### config.mk
export PLATFORM = sky130hd
export DESIGN_NAME = bit_manipulation_unit
export DESIGN_NICKNAME = d
export VERILOG_FILES = /design/src/bit_manip_pkg.sv /design/src/bit_engine.sv /design/src/bit_manipulation_unit.sv
export SDC_FILE = /design/constraint.sdc
export NUM_CORES = 1
export LEC_CHECK = 0
export ABC_AREA = 1
export BUFFER_PORTS_ARGS = -buffer_cell sky130_fd_sc_hd__buf_2
export CAP_MARGIN = 20
export CORE_ASPECT_RATIO = 1.2
export CORE_UTILIZATION = 53
export CTS_CLUSTER_DIAMETER = 150
export CTS_CLUSTER_SIZE = 28
export DETAILED_ROUTE_END_ITERATION = 6
export GPL_TIMING_DRIVEN = 0
export PLACE_DENSITY = 0.91
export SETUP_SLACK_MARGIN = 0.05
export SYNTH_ARGS = -nofsm -noshare
export SYNTH_HDL_FRONTEND = slang
export SYNTH_SLANG_ARGS = --single-unit
### constraint.sdc
create_clock -name core_clk -period 3 [get_ports core_clk]
set_clock_uncertainty 0.1 [all_clocks]
set_input_delay 0.75 -clock core_clk [delete_from_list [all_inputs] [get_ports core_clk]]
set_output_delay 0.75 -clock core_clk [all_outputs]
set_load 0.01 [all_outputs]
### src/bit_manip_pkg.sv
// Shared types and constants of the bit-manipulation datapath
package bit_manip_pkg;

    localparam int BYTE_W = 8; // Operand width
    localparam int BITNO_W = 3; // Bit number width
    localparam int ADDR_W = 16; // Memory byte address width
    localparam int CARRY_POS = 0; // Carry bit inside the flags register
    localparam int ZERO_POS = 2; // Zero bit inside the flags register
    localparam logic [BYTE_W-1:0] FLAGS_RST = 8'h00; // Flags after reset

    // Operation codes issued by the instruction decoder
    typedef enum logic [3:0] {
        SET_BIT_OP = 4'h0,
        ZERO_BIT_OP = 4'h1,
        FLIP_BIT_OP = 4'h2,
        PROBE_BIT_OP = 4'h3,
        AND_INTO_FLAG_OP = 4'h4,
        AND_INVERTED_INTO_FLAG_OP = 4'h5,
        OR_INTO_FLAG_OP = 4'h6,
        OR_INVERTED_INTO_FLAG_OP = 4'h7,
        XOR_INTO_FLAG_OP = 4'h8,
        XOR_INVERTED_INTO_FLAG_OP = 4'h9,
        LOAD_FLAG_OP = 4'ha,
        LOAD_INVERTED_FLAG_OP = 4'hb,
        STORE_FLAG_OP = 4'hc,
        STORE_INVERTED_FLAG_OP = 4'hd
    } bit_op_t;

    // Sequencer states, one-hot
    typedef enum logic [3:0] {
        ST_IDLE = 4'h1,
        ST_MEM_RD = 4'h2,
        ST_MEM_WR = 4'h4,
        ST_DONE = 4'h8
    } state_t;

    // One request from the decoder
    typedef struct packed {
        bit_op_t op; // Operation
        logic bitno_from_reg; // Bit number from a register, else immediate
        logic [BITNO_W-1:0] imm_bitno; // Immediate bit number
        logic [BYTE_W-1:0] bitno_reg; // Register holding the bit number
        logic use_mem; // Operand lives in memory
        logic [BYTE_W-1:0] reg_operand; // Register operand
        logic [ADDR_W-1:0] mem_addr; // Memory operand address
    } bit_req_t;

    // Result of the bit engine
    typedef struct packed {
        logic [BYTE_W-1:0] data; // Byte to write back
        logic carry; // New carry
        logic zero; // New zero flag
        logic wr_data; // Byte must be written back
        logic wr_carry; // Carry is updated
        logic wr_zero; // Zero flag is updated
    } bit_res_t;

endpackage

### src/bit_engine.sv
// Combinational bit engine: one byte, one bit number, one carry in
`timescale 1ns/1ps

module bit_engine (
    input wire bit_manip_pkg::bit_op_t op, // Operation
    input wire logic [bit_manip_pkg::BYTE_W-1:0] operand, // Operand byte
    input wire logic [bit_manip_pkg::BITNO_W-1:0] bitno, // Selected bit
    input wire logic carry_in, // Current carry
    output bit_manip_pkg::bit_res_t res // Result
);

    logic [bit_manip_pkg::BYTE_W-1:0] mask; // One-hot mask of the selected bit
    logic sel; // Value of the selected bit

    // One decoder line per bit position
    for (genvar i = 0; i < bit_manip_pkg::BYTE_W; i++) begin : g_mask
        assign mask[i] = (bitno == bit_manip_pkg::BITNO_W'(i));
    end

    assign sel = |(operand & mask);

    // Only the masked bit ever changes, so the other seven are kept by construction
    always_comb begin
        res = '0;
        res.data = operand;
        case (op)
            bit_manip_pkg::SET_BIT_OP: begin
                res.data = operand | mask;
                res.wr_data = 1'b1;
            end
            bit_manip_pkg::ZERO_BIT_OP: begin
                res.data = operand & ~mask;
                res.wr_data = 1'b1;
            end
            bit_manip_pkg::FLIP_BIT_OP: begin
                res.data = operand ^ mask;
                res.wr_data = 1'b1;
            end
            bit_manip_pkg::PROBE_BIT_OP: begin
                res.zero = ~sel;
                res.wr_zero = 1'b1;
            end
            bit_manip_pkg::AND_INTO_FLAG_OP: res.carry = carry_in & sel;
            bit_manip_pkg::AND_INVERTED_INTO_FLAG_OP: res.carry = carry_in & ~sel;
            bit_manip_pkg::OR_INTO_FLAG_OP: res.carry = carry_in | sel;
            bit_manip_pkg::OR_INVERTED_INTO_FLAG_OP: res.carry = carry_in | ~sel;
            bit_manip_pkg::XOR_INTO_FLAG_OP: res.carry = carry_in ^ sel;
            bit_manip_pkg::XOR_INVERTED_INTO_FLAG_OP: res.carry = carry_in ^ ~sel;
            bit_manip_pkg::LOAD_FLAG_OP: res.carry = sel;
            bit_manip_pkg::LOAD_INVERTED_FLAG_OP: res.carry = ~sel;
            bit_manip_pkg::STORE_FLAG_OP: begin
                res.data = carry_in ? (operand | mask) : (operand & ~mask);
                res.wr_data = 1'b1;
            end
            bit_manip_pkg::STORE_INVERTED_FLAG_OP: begin
                res.data = carry_in ? (operand & ~mask) : (operand | mask);
                res.wr_data = 1'b1;
            end
            default: res.data = operand; // Unknown code leaves everything alone
        endcase
        // Every carry-combining and load form writes the carry
        res.wr_carry = (op >= bit_manip_pkg::AND_INTO_FLAG_OP)
            && (op <= bit_manip_pkg::LOAD_INVERTED_FLAG_OP);
    end

endmodule

### src/bit_manipulation_unit.sv
// Bit-manipulation datapath: sequencer, flags register and write-back
`timescale 1ns/1ps

module bit_manipulation_unit (
    input wire logic core_clk, // 40 MHz core clock
    input wire logic srst, // Synchronous reset, active high
    input wire logic req_valid, // Decoder offers a request
    input wire bit_manip_pkg::bit_req_t req, // The request
    output logic req_ready, // Unit is idle and takes the request
    input wire logic flags_load, // Decoder writes the whole flags register
    input wire logic [bit_manip_pkg::BYTE_W-1:0] flags_load_data, // Data for it
    output logic [bit_manip_pkg::BYTE_W-1:0] flags, // Flags register
    output logic reg_wr_en, // Write result to the register operand
    output logic [bit_manip_pkg::BYTE_W-1:0] reg_wr_data, // Result byte
    output logic mem_rd_req, // Memory read request
    output logic [bit_manip_pkg::ADDR_W-1:0] mem_addr, // Memory byte address
    input wire logic mem_rd_valid, // Read data is valid
    input wire logic [bit_manip_pkg::BYTE_W-1:0] mem_rd_data, // Read data
    output logic mem_wr_req, // Memory write request
    output logic [bit_manip_pkg::BYTE_W-1:0] mem_wr_data, // Write data
    input wire logic mem_wr_ack, // Write accepted
    output logic done, // Operation finished, one cycle
    output logic illegal // Request refused, one cycle
);

    bit_manip_pkg::state_t state_reg, state_next; // Sequencer
    bit_manip_pkg::bit_req_t req_reg, req_next; // Request held across memory phases
    logic [bit_manip_pkg::BYTE_W-1:0] flags_reg, flags_next; // Condition flags
    logic [bit_manip_pkg::BYTE_W-1:0] data_reg, data_next; // Result byte
    logic reg_wr_en_reg, reg_wr_en_next; // Register write pulse
    logic illegal_reg, illegal_next; // Refusal pulse

    bit_manip_pkg::bit_req_t cur_req; // Request the engine works on
    logic [bit_manip_pkg::BYTE_W-1:0] in_operand; // Engine operand
    logic [bit_manip_pkg::BITNO_W-1:0] sel_bitno; // Engine bit number
    bit_manip_pkg::bit_res_t res; // Engine result
    logic accept; // Request taken this cycle
    logic legal; // Bit number source allowed for the op
    logic apply_now; // Engine result is committed this cycle

    // Only the four single-bit ops may index by register
    function automatic logic reg_bitno_ok(input bit_manip_pkg::bit_op_t op);
        reg_bitno_ok = (op == bit_manip_pkg::SET_BIT_OP)
            || (op == bit_manip_pkg::ZERO_BIT_OP)
            || (op == bit_manip_pkg::FLIP_BIT_OP)
            || (op == bit_manip_pkg::PROBE_BIT_OP);
    endfunction

    assign req_ready = (state_reg == bit_manip_pkg::ST_IDLE);
    assign accept = req_valid && req_ready;
    assign legal = !req.bitno_from_reg || reg_bitno_ok(req.op);

    // Idle works on the live request, later phases on the held copy
    assign cur_req = req_ready ? req : req_reg;
    assign in_operand = cur_req.use_mem ? mem_rd_data : cur_req.reg_operand;
    // Register bit number uses only its low three bits
    assign sel_bitno = cur_req.bitno_from_reg
        ? cur_req.bitno_reg[bit_manip_pkg::BITNO_W-1:0] : cur_req.imm_bitno;

    bit_engine u_engine (
        .op(cur_req.op),
        .operand(in_operand),
        .bitno(sel_bitno),
        .carry_in(flags_reg[bit_manip_pkg::CARRY_POS]),
        .res(res)
    );

    // Result commits either at acceptance of a register op or on read data
    assign apply_now = (accept && legal && !req.use_mem)
        || ((state_reg == bit_manip_pkg::ST_MEM_RD) && mem_rd_valid);

    // Sequencer next state
    always_comb begin
        state_next = state_reg;
        req_next = req_reg;
        data_next = data_reg;
        reg_wr_en_next = 1'b0;
        illegal_next = 1'b0;
        case (state_reg)
            bit_manip_pkg::ST_IDLE: begin
                if (accept) begin
                    if (!legal) begin
                        // Refused: nothing changes, unit stays idle
                        illegal_next = 1'b1;
                    end else if (req.use_mem) begin
                        req_next = req;
                        state_next = bit_manip_pkg::ST_MEM_RD;
                    end else begin
                        data_next = res.data;
                        reg_wr_en_next = res.wr_data;
                        state_next = bit_manip_pkg::ST_DONE;
                    end
                end
            end
            bit_manip_pkg::ST_MEM_RD: begin
                if (mem_rd_valid) begin
                    data_next = res.data;
                    // Whole byte goes back; test, load and combine ops skip the write
                    if (res.wr_data) begin
                        state_next = bit_manip_pkg::ST_MEM_WR;
                    end else begin
                        state_next = bit_manip_pkg::ST_DONE;
                    end
                end
            end
            bit_manip_pkg::ST_MEM_WR: begin
                if (mem_wr_ack) begin
                    state_next = bit_manip_pkg::ST_DONE;
                end
            end
            bit_manip_pkg::ST_DONE: begin
                // Not idle here, so register ops come at most every second cycle
                state_next = bit_manip_pkg::ST_IDLE;
            end
            default: begin
                state_next = bit_manip_pkg::ST_IDLE; // Recover from a bad code
            end
        endcase
    end

    // Sequencer registers
    // The held request keeps the memory address steady through read and write
    always_ff @(posedge core_clk) begin
        if (srst) begin
            state_reg <= bit_manip_pkg::ST_IDLE;
            req_reg <= '0;
            data_reg <= '0;
            reg_wr_en_reg <= 1'b0;
            illegal_reg <= 1'b0;
        end else begin
            state_reg <= state_next;
            req_reg <= req_next;
            data_reg <= data_next;
            reg_wr_en_reg <= reg_wr_en_next;
            illegal_reg <= illegal_next;
        end
    end

    // Flags next value; the unit's own update wins over a decoder load
    // A same-cycle decoder load still lands in the other seven bits
    always_comb begin
        flags_next = flags_load ? flags_load_data : flags_reg;
        if (apply_now && res.wr_carry) begin
            flags_next[bit_manip_pkg::CARRY_POS] = res.carry;
        end
        if (apply_now && res.wr_zero) begin
            flags_next[bit_manip_pkg::ZERO_POS] = res.zero;
        end
    end

    // Flags register
    always_ff @(posedge core_clk) begin
        if (srst) begin
            flags_reg <= bit_manip_pkg::FLAGS_RST;
        end else begin
            flags_reg <= flags_next;
        end
    end

    // Outputs: handshakes decoded from state, data from flops
    // One-hot decode keeps these strobes to a single gate level
    assign flags = flags_reg;
    assign reg_wr_en = reg_wr_en_reg;
    assign reg_wr_data = data_reg;
    assign mem_wr_data = data_reg;
    assign mem_addr = req_reg.mem_addr;
    assign mem_rd_req = (state_reg == bit_manip_pkg::ST_MEM_RD);
    assign mem_wr_req = (state_reg == bit_manip_pkg::ST_MEM_WR);
    assign done = (state_reg == bit_manip_pkg::ST_DONE);
    assign illegal = illegal_reg;

    logic [bit_manip_pkg::BYTE_W-1:0] sel_mask; // Helper: mask of selected bit
    logic sel_bit; // Helper: selected operand bit
    logic carry_now; // Helper: current carry
    assign sel_mask = bit_manip_pkg::BYTE_W'(1) << sel_bitno;
    assign sel_bit = |(in_operand & sel_mask);
    assign carry_now = flags_reg[bit_manip_pkg::CARRY_POS];

    logic reg_take; // Helper: legal register op taken
    assign reg_take = accept && legal && !req.use_mem;
endmodule

==> impl_metrics.json, run 1 <==
{
  "io_pins": 109,
  "grt_max_degree": 12,
  "crit_type": "flop to flop",
  "die_w_um": 80.8,
  "arrival_ns": 3.00,
  "grt_pass1_vias": 3947,
  "dieArea_um2": 7810,
  "grt_usage_pct": 28.4,
  "mostFrequentLayoutCell": "nand2_1",
  "worst_slack_ns": 0.131,
  "yosysSeqAreaShare_pct": 29.4,
  "min_path_type": "flop to flop",
  "p_per_area_nw_per_um2": 573,
  "hold_buffers": 0,
  "pwr-share-comb_pct": 45.3,
  "area_growth_pct": 24.6,
  "postSynthCellCount": 586,
  "synth_seq_cells": 58,
  "antenna_found_initial": 0,
  "slew_violations": 0,
  "switchingPower_mw": 1.20,
  "num_rows": 34,
  "syn-mean-instance-area_um2": 6.74,
  "hpwl_um": 8090,
  "drtIter0Drc": 271,
  "synth_warnings": 0,
  "wl_per_cell_um": 14.0,
  "mappedNetlistArea_um2": 3950,
  "htree_num_levels": 3,
  "fmax_ghz": 0.349,
  "worst_slew_pin_slew_ns": 0.566,
  "cts.sinks": 58,
  "maxCapViolCount": 0,
  "seqPwrFrac_pct": 30.6,
  "antennaDiodeCount": 0,
  "port_buffers": 101,
  "status": "completed",
  "synth.distinct_cells": 34,
  "leakagePower_nw": 2.50,
  "final-setup-viol-count": 0,
  "rsz0062_at_grt": "yes",
  "hold_viol": 0,
  "worstSkewPairLatency_ns": 0.36,
  "peakVddDrop_v": 0.000393,
  "drcViolationCount": 0,
  "coreArea_um2": 7230,
  "gp_congestion": 0.943,
  "fin_crit_sh_pct": 95.6,
  "cts_tree": "done",
  "fin_nets": 797,
  "drive_above_1_share_pct": 31.6,
  "gr-total-overflow": 0,
  "cts_made_buffers": 9,
  "hold_ws_ns": 0.359,
  "path_clk_slew_ns": 0.07,
  "grt_pass1_wl_um": 17000,
  "clkPwrFrac_pct": 24.2,
  "p_sw_share_pct": 42.5,
  "postRouteAntennaNets": 0,
  "place_ws_ns": -0.117,
  "dieHeight_um": 96.6,
  "layout_common_cells": "nand2_1 (109), buf_2 (102), nor2_1 (66), o21ai_0 (65), dfxtp_1 (56)",
  "dr.pass1.iters": 6,
  "critPathMaxFanout": 10,
  "startpoint_type": "flop",
  "vias_per_cell": 5.45,
  "p_int_mw": 1.62,
  "start_util_pct": 54.6,
  "largest_reg_flops": 20,
  "root_buffer": "clkbuf_8",
  "slew_headroom_pct": 62.3,
  "cts_buffer_depth": 2,
  "required_ns": 3.13,
  "wirelength_um": 11200,
  "num_vias": 4366,
  "syn_nets": 677,
  "period_minus_slack_ns": 2.87,
  "end_kind": "flop"
}
## critical path, cell delays in order, from the launching register on
cell and delay [ns]:
dfxtp_2 0.36, inv_2 0.06, nor2_4 0.17, nand2_4 0.09, buf_6 0.15, buf_6 0.14, o21ai_1 0.18, nand2_1 0.12
o21ai_2 0.11, inv_2 0.07, ha_1 0.21, nor4_2 0.32, nand2_1 0.16, xor2_1 0.22, nand2_1 0.07, nand2_1 0.06
nand2_1 0.06, nand2_1 0.06, a21oi_1 0.05
## power by group through the flow
stage                     Clock (mW)  Combinational (mW)  Sequential, mW
after floorplan                    0               0.831           0.880
after global placement             0                1.09           0.873
after detailed placement           0                1.13           0.878
after CTS                      0.683                1.14           0.860
after global routing           0.721                1.40           0.869
final                          0.682                1.28           0.862
## cell usage after synthesis
cell type,count,area (um^2)
inv_2,14,52.6
nand2_8,1,20.0
a21oi_1,32,160
o21ai_1,11,55.1
clkbuf_1,11,41.3
buf_4,27,203
nand2_2,16,100
clkinv_2,1,5.00
o311ai_0,1,8.76
nor2_8,1,20.0
inv_1,50,188
a31oi_1,1,6.26
o211ai_1,1,7.51
buf_2,1,5.00
buf_6,6,67.6
or2_1,1,6.26
nor2_1,66,248
nand4_1,1,6.26
nor4_1,4,25.0
ha_1,28,350
nor2_4,3,33.8
or2_2,2,12.5
nand2_4,3,33.8
nor3_1,1,5.00
xor2_1,1,8.76
clkinv_1,3,11.3
buf_1,1,3.75
nand3_1,43,215
nand3b_1,6,45.0
dfxtp_1,58,1160
nand2_1,115,432
a311oi_1,1,8.76
o21ai_0,67,335
o21ai_2,8,70.1
## routing by layer
metal / share of wire, % / routed length [um] / vias up / track usage (%)
li1: - / - / 2109 / -
met1: 39 / 4400 / 1994 / 31.2
met2: 49 / 5520 / 220 / 51.0
met3: 8.2 / 921 / 43 / 5.73
met4: 3.6 / 408 / 0 / 14.9
met5: 0 / 0 / - / 0
## what timing repair did
| action | in CTS | in global routing |
|---|---|---|
| endpoints found under the setup margin | 8 | 10 |
| setup buffers | 0 | 8 |
| pin swaps | 0 | 9 |
| gates resized for setup | 2 | 26 |
| gates cloned | 0 | 0 |
## worst paths after layout
path | from | end | slack, ns | cells after the start
setup / recovery | state_reg[0] | flags[0] | 0.13 | 18
hold / removal | req_reg[18] | req_reg[18] | 0.36 | 2
setup reg to reg | state_reg[0] | flags[0] | 0.13 | 18
hold reg to reg | req_reg[18] | req_reg[18] | 0.36 | 2
## through the flow
stage	TNS [ns]	total power [mW]	area [um^2]	instances	utilization, %
floorplan	0	1.71	3950	586	-
finish	0	2.82	4920	801	68.1
detailed placement	-0.271	2.01	4570	777	63.2
global route	-0.00771	2.99	4920	801	68.1
global placement	-0.0857	1.96	4570	777	63.2
CTS	0	2.69	4750	793	65.7
## cell families after synthesis
kind of cell / Yosys count / synth area share (%)
AOI/OAI and AO/OA: 122 / 16.5
buffers and inverters: 114 / 14.6
xor gates and xnor gates: 1 / 0.222
adders and majority gates: 28 / 8.87
and+or+nand+nor: 263 / 30.4
DFF: 58 / 29.4
## layout make-up
cell class | count | area, um^2
plain buffers | 46 | 320
clock buffers | 10 | 138
clock inverters | 6 | 42.5
fillers | 575 | 2310
inverters | 68 | 256
multi-input cells | 414 | 2320
flip-flops and latches | 58 | 1160
well taps | 90 | 113
repair buffers | 109 | 566
No activity file was read; power rests on OpenSTA's default activity.
==> run 2: changes to the inputs <==
--- a/config.mk
+++ b/config.mk
@@ -9,12 +9,12 @@
 export BUFFER_PORTS_ARGS = -buffer_cell sky130_fd_sc_hd__buf_2
 export CAP_MARGIN = 20
 export CORE_ASPECT_RATIO = 1.2
-export CORE_UTILIZATION = 53
+export CORE_UTILIZATION = 48
 export CTS_CLUSTER_DIAMETER = 150
 export CTS_CLUSTER_SIZE = 28
 export DETAILED_ROUTE_END_ITERATION = 6
 export GPL_TIMING_DRIVEN = 0
-export PLACE_DENSITY = 0.91
+export PLACE_DENSITY = 0.87
 export SETUP_SLACK_MARGIN = 0.05
 export SYNTH_ARGS = -nofsm -noshare
 export SYNTH_HDL_FRONTEND = slang
==> constraint.sdc (replaced) <==
create_clock -name core_clk -period 2.5 [get_ports core_clk]
set_clock_uncertainty 0.1 [all_clocks]
set_input_delay 0.625 -clock core_clk [delete_from_list [all_inputs] [get_ports core_clk]]
set_output_delay 0.625 -clock core_clk [all_outputs]
set_load 0.01 [all_outputs]
==> run 2 against run 1 <==
  * The flow now finishes with violations (DRC, setup timing)
  * Sequential share of layout area is 4.0 points lower
  * Via count is 15% higher
  * Highest routed layer unchanged
  * Final cell count increased by 5.1%
  * Worst hold slack is essentially flat
  * Utilization increased by 7.6 points
  * Critical endpoint is now mem_wr_data[5]
  * Critical path type unchanged
==> impl_metrics.json, run 2 (synthesized netlist as in run 1, its figures left out) <==
{
  "worst_slew_pin_slew_ns": 0.704,
  "dr.pass1.iters": 7,
  "leakagePower_nw": 2.86,
  "maxCapViolCount": 0,
  "gr-total-overflow": 0,
  "crit_type": "flop to flop",
  "rsz0062_at_grt": "yes",
  "io_pins": 109,
  "num_vias": 5041,
  "wl_per_cell_um": 18.7,
  "dieHeight_um": 101,
  "critPathMaxFanout": 7,
  "layout_common_cells": "buf_2 (101), nand2_1 (77), nor2_1 (66), buf_4 (63), dfxtp_1 (54)",
  "final-setup-viol-count": 10,
  "largest_reg_flops": 20,
  "hold_buffers": 0,
  "antennaDiodeCount": 0,
  "min_path_type": "flop to flop",
  "arrival_ns": 3.02,
  "violations": "DRC, setup timing",
  "slew_violations": 0,
  "antenna_found_initial": 0,
  "grt_usage_pct": 31.6,
  "coreArea_um2": 7840,
  "end_kind": "flop",
  "htree_num_levels": 3,
  "dpl_cell_area_um2": 4620,
  "hold_viol": 0,
  "grt_pass1_wl_um": 21100,
  "num_rows": 35,
  "die_w_um": 84.8,
  "grt_max_degree": 13,
  "root_buffer": "clkbuf_8",
  "fin_setup_tns_ns": -1.03,
  "fin_util_pct": 75.7,
  "worst_slack_ns": -0.323,
  "ff_latch_area_um2": 1170,
  "required_ns": 2.70,
  "worstSkewPairLatency_ns": 0.38,
  "cts_buffer_depth": 2,
  "fmax_ghz": 0.354,
  "fin_nets": 836,
  "drive_above_1_share_pct": 44.9,
  "cts.sinks": 58,
  "rrSetupSlack_ns": -0.32,
  "drcViolationCount": 13,
  "p_per_area_nw_per_um2": 765,
  "postRouteAntennaNets": 0,
  "cts_tree": "done",
  "power_mw": 4.54,
  "wirelength_um": 15700,
  "hpwl_um": 8020,
  "multi_input_area_um2": 2880,
  "startpoint_type": "flop",
  "vias_per_cell": 5.99,
  "grt_pass1_vias": 4570,
  "port_buffers": 101,
  "slew_headroom_pct": 53.1,
  "path_clk_slew_ns": 0.09,
  "hold_ws_ns": 0.359,
  "status": "finished with violations",
  "gp_congestion": 0.982,
  "dieArea_um2": 8600,
  "fin_crit_sh_pct": 113,
  "nFillCells": 458,
  "area_growth_pct": 50.1,
  "final_area_um2": 5930,
  "mostFrequentLayoutCell": "buf_2",
  "cts_made_buffers": 9,
  "start_util_pct": 50.4,
  "peakVddDrop_v": 0.000361,
  "drtIter0Drc": 481,
  "period_minus_slack_ns": 2.82
}
-- run 2: cell types whose count changed in the layout (fill, tap and decap cells not counted), moves of 7 or more --
cell and change:
nand2_2 +19, nand2_8 +8, o21ai_4 +12, nand2_1 -32, inv_1 -8, inv_2 +8, o21ai_0 -12, buf_4 +28
ha_1 -8, nand3_4 +7
-- run 2: path summary, 6_finish.rpt --
kind | depth (start not counted) | start | to
worst max-delay path | 16 | state_reg[0] | mem_wr_data[5]
worst min-delay path | 2 | req_reg[37] | req_reg[37]
worst max register to register | 16 | state_reg[0] | mem_wr_data[5]
worst min register to register | 2 | req_reg[37] | req_reg[37]
-- run 2: what timing repair did --
item                                    CTS  global route
resized for setup                        83            88
endpoints found under the setup margin   12            11
endpoints found under the hold margin     0             0
gates cloned                              5             0
setup buffers                            33             9
pin swaps                                32            37
-- run 2: area by class of cell --
| cell class | instances | share of cell area [%] |
|---|---|---|
| multi-input combinational | 414 | 48.5 |
| inverter | 68 | 4.32 |
| timing repair buffer | 148 | 15.9 |
| tap | 92 | 1.94 |
| clock inverter | 7 | 1.73 |
| clock buffer | 9 | 2.09 |
| buffer | 46 | 5.93 |
| sequential | 58 | 19.7 |
-- run 2: stage by stage --
stage / cells / worst slack (ns)
2_1_floorplan: 586 / 0.0184
3_3_place_gp: 779 / -0.462
3_5_place_dp: 779 / -0.482
4_1_cts: 833 / -0.0274
5_1_grt: 842 / -0.341
6_report: 842 / -0.323
-- run 2: power breakdown --
group	internal, mW	switching, mW
clock network	0.569	0.475
logic	0.983	1.48
registers	0.996	0.0408
total	2.55	1.99
-- run 2: worst max-delay path: stages (launching register included) --
cell and delay [ns]:
dfxtp_2 0.34, inv_2 0.05, nor2_4 0.14, buf_6 0.12, buf_8 0.12, nand3b_1 0.18, nand2_8 0.19, nand2_8 0.07
nand2_8 0.13, nand3_4 0.09, buf_4 0.15, ha_1 0.31, o21ai_1 0.27, nor2_1 0.12, nand2_1 0.13, nand2_2 0.09
a21oi_2 0.13
-- run 2: per-layer routing --
layer	track usage, %	vias to the layer above	part of all wire (%)
met1	32.7	2282	35
met5	0	-	0
met3	7.33	144	9.5
li1	-	2185	-
met4	28.7	0	8.1
met2	53.8	430	47
